--- src/pkg/pfs_pkg.sv ---
// Purpose: constants for the pin function select block
// Assumes: AXI4-Lite slave, 32-bit data, one word per register
// Notes: register offsets are byte addresses
`default_nettype none
package pfs_pkg;
	// ----------------------------------------
	// register byte offsets
	// ----------------------------------------
	localparam logic [7:0] OFF_SUPPLY = 8'h00;
	localparam logic [7:0] OFF_ISRC0 = 8'h04;
	localparam logic [7:0] OFF_ISRC1 = 8'h08;
	localparam logic [7:0] OFF_PFSEL_BASE = 8'h0C;
	localparam int NUM_PFSEL = 12;
	// ----------------------------------------
	// field layout and reset values
	// ----------------------------------------
	localparam logic [7:0] SUPPLY_MASK = 8'h03;
	localparam logic [7:0] ISRC_MASK = 8'h3F;
	localparam logic [7:0] REG_RESET = 8'h00;
	localparam int SUPPLY_SEL_BIT = 1;
	localparam int SS_LO = 4;
	localparam int CAP_P_LO = 2;
	localparam int CAP_S_LO = 0;
	localparam int SDI_LO = 4;
	localparam int SCK_LO = 2;
	localparam int RX_LO = 0;
	localparam logic [1:0] RESP_OKAY = 2'b00;
	localparam logic [1:0] RESP_SLVERR = 2'b10;
endpackage : pfs_pkg
`default_nettype wire

--- src/design/pfs_mux.sv ---
// Purpose: pin function select registers and input source routing
// Assumes: pin inputs asynchronous; peripherals on aclk
// Notes: function select bytes are plain storage driving output selects
// Operation
// - supply select upper bit picks io supply
// - supply register bits 7-2 read zero
// - slave select from port A bit 2/3
// - periodic capture from port B bit 2/4
// - standard capture from port E bit 2/3
// - serial data from port B0 or A5
// - serial clock from port B1 or A1
// - receive from port B3 or A1
// - input source bits 7-6 read zero, reset 0
//
// Chosen here: the register addresses and the AXI4-Lite interface to the registers.
`default_nettype none
module pfs_mux (
	input wire logic aclk, // system clock
	input wire logic aresetn, // synchronous reset, low
	input wire logic [31:0] s_axi_awaddr, // write address
	input wire logic s_axi_awvalid, // write address valid
	output logic s_axi_awready, // write address ready
	input wire logic [31:0] s_axi_wdata, // write data
	input wire logic [3:0] s_axi_wstrb, // byte enables
	input wire logic s_axi_wvalid, // write data valid
	output logic s_axi_wready, // write data ready
	output logic [1:0] s_axi_bresp, // write response
	output logic s_axi_bvalid, // write response valid
	input wire logic s_axi_bready, // write response ready
	input wire logic [31:0] s_axi_araddr, // read address
	input wire logic s_axi_arvalid, // read address valid
	output logic s_axi_arready, // read address ready
	output logic [31:0] s_axi_rdata, // read data
	output logic [1:0] s_axi_rresp, // read response
	output logic s_axi_rvalid, // read data valid
	input wire logic s_axi_rready, // read data ready
	input wire logic port_a_bit1, // port a pin 1
	input wire logic port_a_bit2, // port a pin 2
	input wire logic port_a_bit3, // port a pin 3
	input wire logic port_a_bit5, // port a pin 5
	input wire logic port_b_bit0, // port b pin 0
	input wire logic port_b_bit1, // port b pin 1
	input wire logic port_b_bit2, // port b pin 2
	input wire logic port_b_bit3, // port b pin 3
	input wire logic port_b_bit4, // port b pin 4
	input wire logic port_e_bit2, // port e pin 2
	input wire logic port_e_bit3, // port e pin 3
	output logic slave_select_input, // routed slave select
	output logic periodic_timer_capture_in, // routed periodic capture
	output logic standard_timer_capture_in, // routed standard capture
	output logic serial_data_in, // routed SDI/SDA
	output logic serial_clock_in, // routed SCK/SCL
	output logic serial_rx_in, // routed receive
	output logic port_f_upper_io_supply, // 1: port_f_upper_group on io_supply_pin
	output logic [8*pfs_pkg::NUM_PFSEL-1:0] pin_function_sel // function select bytes
);
	localparam int NPIN = 11;

	// ----------------------------------------
	// registers
	// ----------------------------------------
	logic [7:0] supply_source_field_r;
	logic [7:0] input_source_reg_0_r;
	logic [7:0] input_source_reg_1_r;
	logic [7:0] pfsel_r [pfs_pkg::NUM_PFSEL];
	logic [31:0] awaddr_r;
	logic aw_have_r;
	logic [31:0] wdata_r;
	logic [3:0] wstrb_r;
	logic w_have_r;
	logic [2:0] sy1_r, sy2_r, sy3_r;
	logic [NPIN-1:0] s1_r, s2_r, s3_r, pin_r;
	logic [NPIN-1:0] pin_raw;
	logic do_write;

	// register index decode, -1 when unmapped
	function automatic int reg_index(input logic [31:0] addr);
		int idx;
		idx = -1;
		if (addr[31:8] == 24'h000000 && addr[1:0] == 2'b00) begin
			if (addr[7:0] == pfs_pkg::OFF_SUPPLY)
				idx = 0;
			else if (addr[7:0] == pfs_pkg::OFF_ISRC0)
				idx = 1;
			else if (addr[7:0] == pfs_pkg::OFF_ISRC1)
				idx = 2;
			else if (addr[7:0] >= pfs_pkg::OFF_PFSEL_BASE &&
				int'(addr[7:2]) < int'(pfs_pkg::OFF_PFSEL_BASE[7:2]) + pfs_pkg::NUM_PFSEL)
				idx = 3 + int'(addr[7:2]) - int'(pfs_pkg::OFF_PFSEL_BASE[7:2]);
		end
		return idx;
	endfunction

	// ----------------------------------------
	// write channel
	// ----------------------------------------
	assign do_write = aw_have_r && w_have_r && !s_axi_bvalid;

	// hold address and data until both are in
	always_ff @(posedge aclk) begin
		if (!aresetn) begin
			aw_have_r <= 1'b0;
			w_have_r <= 1'b0;
			awaddr_r <= 32'h00000000;
			wdata_r <= 32'h00000000;
			wstrb_r <= 4'h0;
			s_axi_awready <= 1'b0;
			s_axi_wready <= 1'b0;
		end else begin
			s_axi_awready <= !aw_have_r && !(s_axi_awvalid && s_axi_awready);
			s_axi_wready <= !w_have_r && !(s_axi_wvalid && s_axi_wready);
			if (s_axi_awvalid && s_axi_awready) begin
				aw_have_r <= 1'b1;
				awaddr_r <= s_axi_awaddr;
			end else if (do_write) begin
				aw_have_r <= 1'b0;
			end
			if (s_axi_wvalid && s_axi_wready) begin
				w_have_r <= 1'b1;
				wdata_r <= s_axi_wdata;
				wstrb_r <= s_axi_wstrb;
			end else if (do_write) begin
				w_have_r <= 1'b0;
			end
		end
	end

	// write response
	always_ff @(posedge aclk) begin
		if (!aresetn) begin
			s_axi_bvalid <= 1'b0;
			s_axi_bresp <= pfs_pkg::RESP_OKAY;
		end else if (do_write) begin
			s_axi_bvalid <= 1'b1;
			s_axi_bresp <= (reg_index(awaddr_r) < 0) ? pfs_pkg::RESP_SLVERR : pfs_pkg::RESP_OKAY;
		end else if (s_axi_bready) begin
			s_axi_bvalid <= 1'b0;
		end
	end

	// register storage, low byte lane only
	always_ff @(posedge aclk) begin
		if (!aresetn) begin
			supply_source_field_r <= pfs_pkg::REG_RESET;
			input_source_reg_0_r <= pfs_pkg::REG_RESET;
			input_source_reg_1_r <= pfs_pkg::REG_RESET;
			for (int i = 0; i < pfs_pkg::NUM_PFSEL; i++)
				pfsel_r[i] <= pfs_pkg::REG_RESET;
		end else if (do_write && wstrb_r[0]) begin
			case (reg_index(awaddr_r))
				0: supply_source_field_r <= wdata_r[7:0] & pfs_pkg::SUPPLY_MASK;
				1: input_source_reg_0_r <= wdata_r[7:0] & pfs_pkg::ISRC_MASK;
				2: input_source_reg_1_r <= wdata_r[7:0] & pfs_pkg::ISRC_MASK;
				default: begin
					for (int i = 0; i < pfs_pkg::NUM_PFSEL; i++)
						if (reg_index(awaddr_r) == 3 + i)
							pfsel_r[i] <= wdata_r[7:0];
				end
			endcase
		end
	end

	// ----------------------------------------
	// read channel
	// ----------------------------------------
	always_ff @(posedge aclk) begin
		if (!aresetn) begin
			s_axi_arready <= 1'b0;
			s_axi_rvalid <= 1'b0;
			s_axi_rdata <= 32'h00000000;
			s_axi_rresp <= pfs_pkg::RESP_OKAY;
		end else begin
			s_axi_arready <= !s_axi_rvalid && !(s_axi_arvalid && s_axi_arready);
			if (s_axi_arvalid && s_axi_arready) begin
				s_axi_rvalid <= 1'b1;
				s_axi_rresp <= pfs_pkg::RESP_OKAY;
				case (reg_index(s_axi_araddr))
					-1: begin
						s_axi_rdata <= 32'h00000000;
						s_axi_rresp <= pfs_pkg::RESP_SLVERR;
					end
					0: s_axi_rdata <= {24'h000000, supply_source_field_r};
					1: s_axi_rdata <= {24'h000000, input_source_reg_0_r};
					2: s_axi_rdata <= {24'h000000, input_source_reg_1_r};
					default: begin
						s_axi_rdata <= 32'h00000000;
						for (int i = 0; i < pfs_pkg::NUM_PFSEL; i++)
							if (reg_index(s_axi_araddr) == 3 + i)
								s_axi_rdata <= {24'h000000, pfsel_r[i]};
					end
				endcase
			end else if (s_axi_rready) begin
				s_axi_rvalid <= 1'b0;
			end
		end
	end

	// ----------------------------------------
	// pin synchronisers
	// ----------------------------------------
	assign pin_raw = {port_e_bit3, port_e_bit2, port_b_bit4, port_b_bit3, port_b_bit2,
		port_b_bit1, port_b_bit0, port_a_bit5, port_a_bit3, port_a_bit2, port_a_bit1};

	// three stages, change taken when stages two and three agree
	always_ff @(posedge aclk) begin
		if (!aresetn) begin
			s1_r <= '0;
			s2_r <= '0;
			s3_r <= '0;
			pin_r <= '0;
		end else begin
			s1_r <= pin_raw;
			s2_r <= s1_r;
			s3_r <= s2_r;
			for (int i = 0; i < NPIN; i++)
				if (s2_r[i] == s3_r[i])
					pin_r[i] <= s3_r[i];
		end
	end

	// ----------------------------------------
	// input source routing
	// ----------------------------------------
	// registered select outputs, updated one cycle after the write
	always_ff @(posedge aclk) begin
		if (!aresetn) begin
			slave_select_input <= 1'b0;
			periodic_timer_capture_in <= 1'b0;
			standard_timer_capture_in <= 1'b0;
			serial_data_in <= 1'b0;
			serial_clock_in <= 1'b0;
			serial_rx_in <= 1'b0;
			port_f_upper_io_supply <= 1'b0;
		end else begin
			// low bit of each field picks the alternate pin
			slave_select_input <= input_source_reg_0_r[pfs_pkg::SS_LO] ?
				pin_r[2] : pin_r[1];
			periodic_timer_capture_in <= input_source_reg_0_r[pfs_pkg::CAP_P_LO] ?
				pin_r[8] : pin_r[6];
			standard_timer_capture_in <= input_source_reg_0_r[pfs_pkg::CAP_S_LO] ?
				pin_r[10] : pin_r[9];
			serial_data_in <= input_source_reg_1_r[pfs_pkg::SDI_LO] ?
				pin_r[3] : pin_r[4];
			// high bit of these fields picks port A bit 1
			serial_clock_in <= input_source_reg_1_r[pfs_pkg::SCK_LO+1] ?
				pin_r[0] : pin_r[5];
			serial_rx_in <= input_source_reg_1_r[pfs_pkg::RX_LO+1] ?
				pin_r[0] : pin_r[7];
			port_f_upper_io_supply <= supply_source_field_r[pfs_pkg::SUPPLY_SEL_BIT];
		end
	end

	// function select bytes straight from registers
	for (genvar g = 0; g < pfs_pkg::NUM_PFSEL; g++) begin : g_pfsel
		assign pin_function_sel[8*g +: 8] = pfsel_r[g];
	end
endmodule // pfs_mux
`default_nettype wire

--- config.mk ---
export PLATFORM = sky130hd
export DESIGN_NAME = pfs_mux
export DESIGN_NICKNAME = d
export VERILOG_FILES = /design/src/pkg/pfs_pkg.sv /design/src/design/pfs_mux.sv
export SDC_FILE = /design/constraint.sdc
export NUM_CORES = 1
export LEC_CHECK = 0
export ABC_AREA = 1
export BUFFER_PORTS_ARGS = -buffer_cell sky130_fd_sc_hd__buf_4
export CORE_UTILIZATION = 45
export DETAILED_ROUTE_END_ITERATION = 6
export PLACE_DENSITY = 0.71
export SLEW_MARGIN = 25
export SYNTH_ARGS = -nofsm -noshare
export SYNTH_HDL_FRONTEND = slang
export SYNTH_SLANG_ARGS = --single-unit
--- constraint.sdc ---
create_clock -name aclk -period 3.33 [get_ports aclk]
set_input_delay 0.666 -clock aclk [delete_from_list [all_inputs] [get_ports aclk]]
set_output_delay 0.666 -clock aclk [all_outputs]
set_load 0.02 [all_outputs]
==> out/qor.log, run 1 <==
qor: layout.post-route-util 57.87%
qor: run_status.run_status complete, no violations
qor: clocking.cts-hold-fix-buffers 0
qor: clocking.cts_buffer_depth 3
qor: placement.placed_cells_incl_taps 1522
qor: timing.setup-tns-final 0 ns
qor: flow_run.maxCapViolations 0
qor: layout.layout.cells.non_filler 1564
qor: timing.final_hold_viol_count 0
qor: clocking.cts.sink_count 219
qor: global_routing.grt_start_max_net_pins 66
qor: placement.placed_cell_area 10930 um2
qor: layout.multi_input_comb_area 3208 um2
qor: drt.avgViaCountPerCell 4.909
qor: clocking.cts_setup_buffers 0
qor: yosys.synth.lib_cells_used.distinct 38
qor: setup_path.crit_path_max_incr_delay 0.35 ns
qor: drt.route.vias.total 7678
qor: clocking.cts_inserted_buffers 23
qor: setup_path.crit_path_cell_trace nor2_1, inv_2, nor3_2, inv_2, nor2_2, nor2_4, inv_2, or2_1, nand2_2, inv_2, nand2_2, nand2_2, nor2_1, inv_1, nor2_1, nand3_2, nand2_1
qor: timing.skew 0.01382 ns
qor: timing.setup_viol_count_final 0
qor: timing.setup_repair_after_global_routing_missed_its_margin no
qor: clocking.ctsRootBufferMaster sky130_fd_sc_hd__clkbuf_16
qor: global_routing.groute.layer.met3.usage 5.629%
qor: layout.antenna_diodes 0
qor: yosys.synth.yosys.warnings 0
qor: timing.timing.final.crit_share 82.50%
qor: layout.area_growth_syn_to_layout 26.26%
qor: die.die_area 21120 um2
qor: pwr.power.static_leakage 5.138 nW
qor: setup_path.crit_path_max_fanout 9
qor: clocking.worstSkewPairLatency 0.50 ns
qor: die.initial_utilization 45.83%
qor: min_path.worstHoldPathType input pin to register
qor: yosys.avgSynthCellArea 8.599 um2
qor: clocking.cts_htree_levels 1
qor: placement.placement.setup.worst_slack 0.2503 ns
qor: layout.post-route-cell-area 11670 um2
qor: setup_path.critical-path-slowest-cell sky130_fd_sc_hd__nand2_1
qor: setup_path.worstPathArrival 2.91 ns
qor: global_routing.grt_antenna_before_repair 0
qor: yosys.netlist_top_cells_area sky130_fd_sc_hd__edfxtp_1, sky130_fd_sc_hd__dfxtp_1, sky130_fd_sc_hd__nor2_1
qor: placement.gp_congestion 0.8908
qor: die.fp.dieH 145.3 um
qor: global_routing.grtUsageMet2 37.40%
qor: setup_path.crit_path_frequent_cell sky130_fd_sc_hd__inv_2
qor: global_routing.grt.total_usage 21.80%
qor: layout.fill_cells 1847
qor: timing.max_freq 364.0 MHz
qor: global_routing.number_of_global_route_vias_before_repair 7255
qor: drt.avgRoutedWirePerCell 14.82 um
qor: die.floorplan.io_pins 262
qor: placement.hpwlAfterDp 17600 um
qor: timing.final_setup_margin 0.5826 ns
qor: die.die_w 145.3 um
qor: layout.post_route_cells_drive_above_1_share 23.49%
qor: yosys.ys_ff_latch 219
qor: layout.layout.area.seq 5345 um2
qor: global_routing.grt_first_pass_wirelength 36710 um
qor: setup_path.worst_setup_path_start_kind register
qor: clocking.post_cts_resized 0
qor: timing.max_transition_viols_final 0
qor: global_routing.gr-total-overflow 0
qor: pwr.ir_drop 0.0003458 V
qor: timing.worstMarginPinSlew 0.8676 ns
qor: die.placeableCoreArea 20170 um2
qor: pwr.total_power 5.964 mW
qor: min_path.whs_path_depth 3
qor: yosys.proportion_of_synthesized_chip_area_in_sequential_cells 57.82%
qor: drt.initialDrtViolationCount 526
qor: clocking.cts_tree done
qor: global_routing.grt_most_used_layer met2
qor: drt.drtAntennaViolNets 0
qor: drt.detail_route.wirelength 23170 um
qor: placement.place.port_buffers 208
qor: timing.worst_slew_margin_rel 42.10%
qor: clocking.clkTransAtPathRegs 0.06 ns
qor: setup_path.crit_required 3.49 ns
qor: timing.final_period_minus_worst_setup_slack 2.747 ns
qor: pwr.power_per_unit_of_standard_cell_area 511.0 nW/um2
qor: timing.hold_slack 0.3404 ns
qor: yosys.netlist.top_cell.by_area sky130_fd_sc_hd__edfxtp_1
qor: layout.nNetsFinal 1395
qor: drt.drt_drc_violations_left 0
qor: yosys.mappedNetlistArea 9244 um2
qor: yosys.synth_largest_type_area_fraction 31.19%
qor: die.placement_rows 52
qor: setup_path.crit_type register to register
qor: setup_path.reg2reg_depth 17
qor: yosys.syn-instance-count 1075
qor: global_routing.use_met1 26.80%
qor: setup_path.timing.critical_path.to_type register
qor: drt.count_of_tritonroute_iterations_in_the_first_routing_pass 7
==> sequential cells by signal (all words and copies together) (netlist names), 2 cells and up <==
signal	flops
s_axi_rdata	8
s1_r	11
supply_source_field_r	2
s2_r	11
pfsel_r	96
s3_r	11
wdata_r	8
input_source_reg_0_r	6
input_source_reg_1_r	6
awaddr_r	32
pin_r	11
==> area by class of cell <==
type / instances / area share [%]
clock buffers: 34 / 5.950
clock inverters: 8 / 0.4074
inverters: 117 / 3.763
multi-input cells: 703 / 27.49
flip-flops and latches: 219 / 45.80
well taps: 270 / 2.895
repair buffers: 213 / 13.70
==> worst max-delay path: cells and delay by family (launching register included) <==
kind                   cells  cell delay, ns
and+or+nand+nor           12            1.76
DFF                        1            0.33
buffers and inverters      5            0.33
==> cells by family after synthesis <==
group,synth area share [%]
DFF,57.82
and+or+nand+nor,25.12
other,0.04057
buffers and inverters,8.487
AOI/OAI and AO/OA,8.527
==> cell usage after synthesis <==
cell,instances
sky130_fd_sc_hd__nor3_2,1
sky130_fd_sc_hd__clkbuf_1,31
sky130_fd_sc_hd__nor3_1,7
sky130_fd_sc_hd__nand2_4,1
sky130_fd_sc_hd__or2_1,1
sky130_fd_sc_hd__nor3b_1,1
sky130_fd_sc_hd__nand3_2,6
sky130_fd_sc_hd__nor4_1,8
sky130_fd_sc_hd__inv_2,10
sky130_fd_sc_hd__o2111ai_1,2
sky130_fd_sc_hd__buf_4,27
sky130_fd_sc_hd__buf_1,1
sky130_fd_sc_hd__edfxtp_1,96
sky130_fd_sc_hd__inv_1,106
sky130_fd_sc_hd__and2_0,1
sky130_fd_sc_hd__nand4_1,20
sky130_fd_sc_hd__buf_6,2
sky130_fd_sc_hd__clkinv_1,1
sky130_fd_sc_hd__o311ai_0,1
sky130_fd_sc_hd__a21oi_1,40
sky130_fd_sc_hd__a22o_1,4
sky130_fd_sc_hd__dfxtp_1,123
sky130_fd_sc_hd__a31oi_1,1
sky130_fd_sc_hd__a221oi_1,1
sky130_fd_sc_hd__nand2_2,12
sky130_fd_sc_hd__a21boi_2,1
sky130_fd_sc_hd__a211oi_2,8
sky130_fd_sc_hd__nor2_2,6
sky130_fd_sc_hd__nor2_4,6
sky130_fd_sc_hd__o21ai_0,68
sky130_fd_sc_hd__o21bai_1,1
sky130_fd_sc_hd__conb_1,1
sky130_fd_sc_hd__a211oi_1,7
sky130_fd_sc_hd__nand3_1,15
sky130_fd_sc_hd__nor2_1,260
sky130_fd_sc_hd__or2_0,1
sky130_fd_sc_hd__nand3b_1,9
sky130_fd_sc_hd__nand2_1,188
==> where the power goes <==
part / internal, mW / leakage (nW) / switching [mW]
Combinational: 0.206 / 2.76 / 0.329
Sequential: 2.91 / 2.00 / 0.0663
Clock: 1.45 / 0.381 / 1.01
Total: 4.56 / 5.14 / 1.40
==> cells in the final DEF (no fill, tap or decap), types with 2 or more instances in the layout <==
cell | Yosys | layout
sky130_fd_sc_hd__nor4_1 | 8 | 8
sky130_fd_sc_hd__inv_2 | 10 | 10
sky130_fd_sc_hd__clkbuf_8 | 0 | 3
sky130_fd_sc_hd__nand3b_1 | 9 | 9
sky130_fd_sc_hd__conb_1 | 1 | 26
sky130_fd_sc_hd__dfxtp_1 | 123 | 123
sky130_fd_sc_hd__nand3_2 | 6 | 6
sky130_fd_sc_hd__nor2_4 | 6 | 6
sky130_fd_sc_hd__clkbuf_16 | 0 | 25
sky130_fd_sc_hd__nor2_2 | 6 | 6
sky130_fd_sc_hd__o2111ai_1 | 2 | 2
sky130_fd_sc_hd__inv_1 | 106 | 106
sky130_fd_sc_hd__nand3_1 | 15 | 15
sky130_fd_sc_hd__a211oi_2 | 8 | 8
sky130_fd_sc_hd__clkbuf_1 | 31 | 2
sky130_fd_sc_hd__clkinv_2 | 0 | 6
sky130_fd_sc_hd__o21ai_0 | 68 | 68
sky130_fd_sc_hd__nand4_1 | 20 | 20
sky130_fd_sc_hd__edfxtp_1 | 96 | 96
sky130_fd_sc_hd__a22o_1 | 4 | 4
sky130_fd_sc_hd__nand2_2 | 12 | 12
sky130_fd_sc_hd__a211oi_1 | 7 | 7
sky130_fd_sc_hd__nor2_1 | 260 | 260
sky130_fd_sc_hd__nand2_1 | 188 | 188
sky130_fd_sc_hd__a21oi_1 | 40 | 40
sky130_fd_sc_hd__nor3_1 | 7 | 7
sky130_fd_sc_hd__buf_4 | 27 | 213
sky130_fd_sc_hd__clkbuf_2 | 0 | 4
==> path summary, 6_finish.rpt <==
path          startpoint        endpoint  slack (ns)
max          awaddr_r[6]  pfsel_r[0][55]        0.58
min          port_e_bit3        s1_r[10]        0.34
max reg2reg  awaddr_r[6]  pfsel_r[0][55]        0.58
min reg2reg      s1_r[1]         s2_r[1]        0.41
==> routing by layer <==
layer  vias to the layer above  wire [um]
li1                       3829          -
met1                      3483       9357
met2                       324      10990
met3                        42       2275
met4                         0        546
met5                         -          0
(Power assumes the default switching activity.)
==> inputs of run 2 (changes only) <==
==> constraint.sdc (replaced) <==
create_clock -name aclk -period 2.66 [get_ports aclk]
set_input_delay 0.532 -clock aclk [delete_from_list [all_inputs] [get_ports aclk]]
set_output_delay 0.532 -clock aclk [all_outputs]
set_load 0.02 [all_outputs]
==> run 2 against run 1 <==
Against the previous run: wire length rose by 2.7%; largest power group unchanged; die area is the same; critical path depth shrank 8.
==> out/qor.log, run 2 (synthesis results as in run 1) <==
qor: run_status.run_status complete, no violations [unchanged]
qor: die.die_w 145.3 um [unchanged]
qor: placement.place.port_buffers 208 [unchanged]
qor: timing.final_hold_viol_count 0 [unchanged]
qor: placement.gp_congestion 0.8752 [was 0.8908]
qor: layout.max_ffs_per_register 96 [unchanged]
qor: die.die_area 21120 um2 [unchanged]
qor: clocking.ctsRootBufferMaster sky130_fd_sc_hd__clkbuf_16 [unchanged]
qor: pwr.power_per_unit_of_standard_cell_area 637.1 nW/um2 [was 511.0 nW/um2]
qor: layout.post-route-util 59.78% [was 57.87%]
qor: setup_path.crit_path_frequent_cell sky130_fd_sc_hd__nor2_1 [was sky130_fd_sc_hd__inv_2]
qor: global_routing.grt_start_max_net_pins 67 [was 66]
qor: setup_path.worst-path-stages 9 [was 17]
qor: timing.timing.final.crit_share 91.76% [was 82.50%]
qor: flow_run.maxCapViolations 0 [unchanged]
qor: timing.max_freq 409.7 MHz [was 364.0 MHz]
qor: layout.top_regs pfsel_r x96, awaddr_r x32 [unchanged]
qor: setup_path.crit_buf_inv 1 [was 5]
qor: setup_path.worstPathArrival 2.61 ns [was 2.91 ns]
qor: drt.detail_route.wirelength 23810 um [was 23170 um]
qor: global_routing.number_of_global_route_vias_before_repair 7360 [was 7255]
qor: global_routing.grt_antenna_before_repair 0 [unchanged]
qor: setup_path.crit_required 2.82 ns [was 3.49 ns]
qor: global_routing.grt.total_usage 22.16% [was 21.80%]
qor: global_routing.gr-total-overflow 0 [unchanged]
qor: clocking.cts_htree_levels 1 [unchanged]
qor: die.placeableCoreArea 20170 um2 [unchanged]
qor: drt.drtAntennaViolNets 0 [unchanged]
qor: setup_path.crit_path_max_fanout 8 [was 9]
qor: pwr.ir_drop 0.0004554 V [was 0.0003458 V]
qor: setup_path.timing.critical_path.to_type register [unchanged]
qor: clocking.worstSkewPairLatency 0.51 ns [was 0.50 ns]
qor: pwr.power.static_leakage 5.343 nW [was 5.138 nW]
qor: clocking.cts_buffer_depth 3 [unchanged]
qor: timing.final_setup_margin 0.2192 ns [was 0.5826 ns]
qor: layout.leading_cell_type_in_the_layout_fill_and_taps_excluded sky130_fd_sc_hd__nor2_1 [unchanged]
qor: drt.route.vias.total 7782 [was 7678]
qor: layout.nNetsFinal 1437 [was 1395]
qor: min_path.worstHoldPathType input pin to register [unchanged]
qor: drt.count_of_tritonroute_iterations_in_the_first_routing_pass 5 [was 7]
qor: drt.avgViaCountPerCell 4.846 [was 4.909]
qor: timing.max_transition_viols_final 0 [unchanged]
qor: clocking.clkTransAtPathRegs 0.06 ns [about the same]
qor: layout.largest_register pfsel_r [unchanged]
qor: min_path.whs_path_depth 3 [unchanged]
qor: layout.antenna_diodes 0 [unchanged]
qor: timing.setup_viol_count_final 0 [unchanged]
qor: placement.hpwlAfterDp 18090 um [was 17600 um]
qor: clocking.cts.sink_count 219 [unchanged]
qor: die.placement_rows 52 [unchanged]
qor: layout.area_growth_syn_to_layout 30.44% [was 26.26%]
qor: die.fp.dieH 145.3 um [unchanged]
qor: setup_path.crit_path_max_incr_delay 0.37 ns [was 0.35 ns]
qor: layout.layout.cells.non_filler 1606 [was 1564]
qor: timing.worstMarginPinSlew 0.8723 ns [was 0.8676 ns]
qor: layout.post_route_cells_drive_above_1_share 26.27% [was 23.49%]
qor: drt.avgRoutedWirePerCell 14.82 um [about the same]
qor: pwr.total_power 7.682 mW [was 5.964 mW]
qor: timing.worst_slew_margin_rel 41.78% [was 42.10%]
qor: setup_path.critPathTopFamily simple AND/OR/NAND/NOR gates [unchanged]
qor: setup_path.reg2reg_depth 9 [was 17]
qor: setup_path.crit_type register to register [unchanged]
qor: global_routing.grt_first_pass_wirelength 37150 um [was 36710 um]
qor: setup_path.critical-path-slowest-cell sky130_fd_sc_hd__nor4_1 [was sky130_fd_sc_hd__nand2_1]
qor: placement.placement.setup.worst_slack -0.1902 ns [was 0.2503 ns]
qor: die.floorplan.io_pins 262 [unchanged]
qor: setup_path.worst_setup_path_start_kind register [unchanged]
qor: drt.initialDrtViolationCount 448 [was 526]
qor: layout.most_frequent_cells_in_the_layout sky130_fd_sc_hd__nor2_1, sky130_fd_sc_hd__buf_4, sky130_fd_sc_hd__nand2_1 [unchanged]
qor: timing.skew 0.01974 ns [was 0.01382 ns]
qor: timing.final_period_minus_worst_setup_slack 2.441 ns [was 2.747 ns]
qor: clocking.cts_tree done [unchanged]
qor: placement.placed_cells_incl_taps 1564 [was 1522]
qor: drt.drt_drc_violations_left 0 [unchanged]
qor: setup_path.crit_path_cell_trace nor4_1, nand4_1, nor2_1, nand2_2, nor2_1, inv_1, nor2_2, nand3_2, nand2_1 [was nor2_1, inv_2, nor3_2, inv_2, nor2_2, nor2_4, inv_2, or2_1, nand2_2, inv_2, nand2_2, nand2_2, nor2_1, inv_1, nor2_1, nand3_2, nand2_1]
qor: die.initial_utilization 45.83% [unchanged]
qor: clocking.cts_inserted_buffers 23 [unchanged]
run 2: tightest hold or removal path, cell delays in order:
cell and delay, ns:
sky130_fd_sc_hd__buf_4 0.07, sky130_fd_sc_hd__nand2_1 0.04, sky130_fd_sc_hd__inv_1 0.04
run 2: area by class of cell:
cell class              count  area, um2
flip-flops and latches    219       5345
inverters                 117      439.2
well taps                 270      337.8
clock inverters            10      133.9
repair buffers            255       1927
multi-input cells         703       3231
fillers                  1816       8112
clock buffers              32      644.4
run 2: worst paths after layout:
kind,to,startpoint,slack (ns)
worst max-delay path,pfsel_r[0][52],awaddr_r[11],0.22
worst min-delay path,s1_r[3],port_a_bit5,0.20
worst max register to register,pfsel_r[0][52],awaddr_r[11],0.22
worst min register to register,s2_r[8],s1_r[8],0.41
run 2: per-stage QoR:
stage,hold slack (ns),instance area (um2),TNS [ns]
finish,0.1961,12060,0
global route,0.1936,12060,-0.06304
CTS,0.1859,12040,0
detailed placement,0.4003,11260,-1.261
global placement,0.3947,11260,-1.126
floorplan,0.3905,9338,0
run 2: where the power goes:
group	leakage (nW)	switching (mW)	internal (mW)	total (mW)
logic	2.96	0.415	0.266	0.681
registers	2.00	0.0832	3.64	3.72
clock network	0.382	1.29	1.99	3.28
run 2: timing repair:
action | 4_1_cts | 5_1_grt
buffers inserted | 0 | 0
hold buffers | 0 | 0
gates resized for setup | 0 | 9
hold endpoints to repair | 0 | 0
setup endpoints to repair | 0 | 72
run 2: metal layers:
metal  vias to the layer above  wire length (um)  part of all wire [%]  track usage [%]
met3                        41              2122                   8.9            5.755
met5                         -                 0                     0                0
met4                         0               595                   2.5            7.316
li1                       3906                 -                     -                -
met1                      3525              9797                    41            26.88
met2                       310             11290                    47            38.27
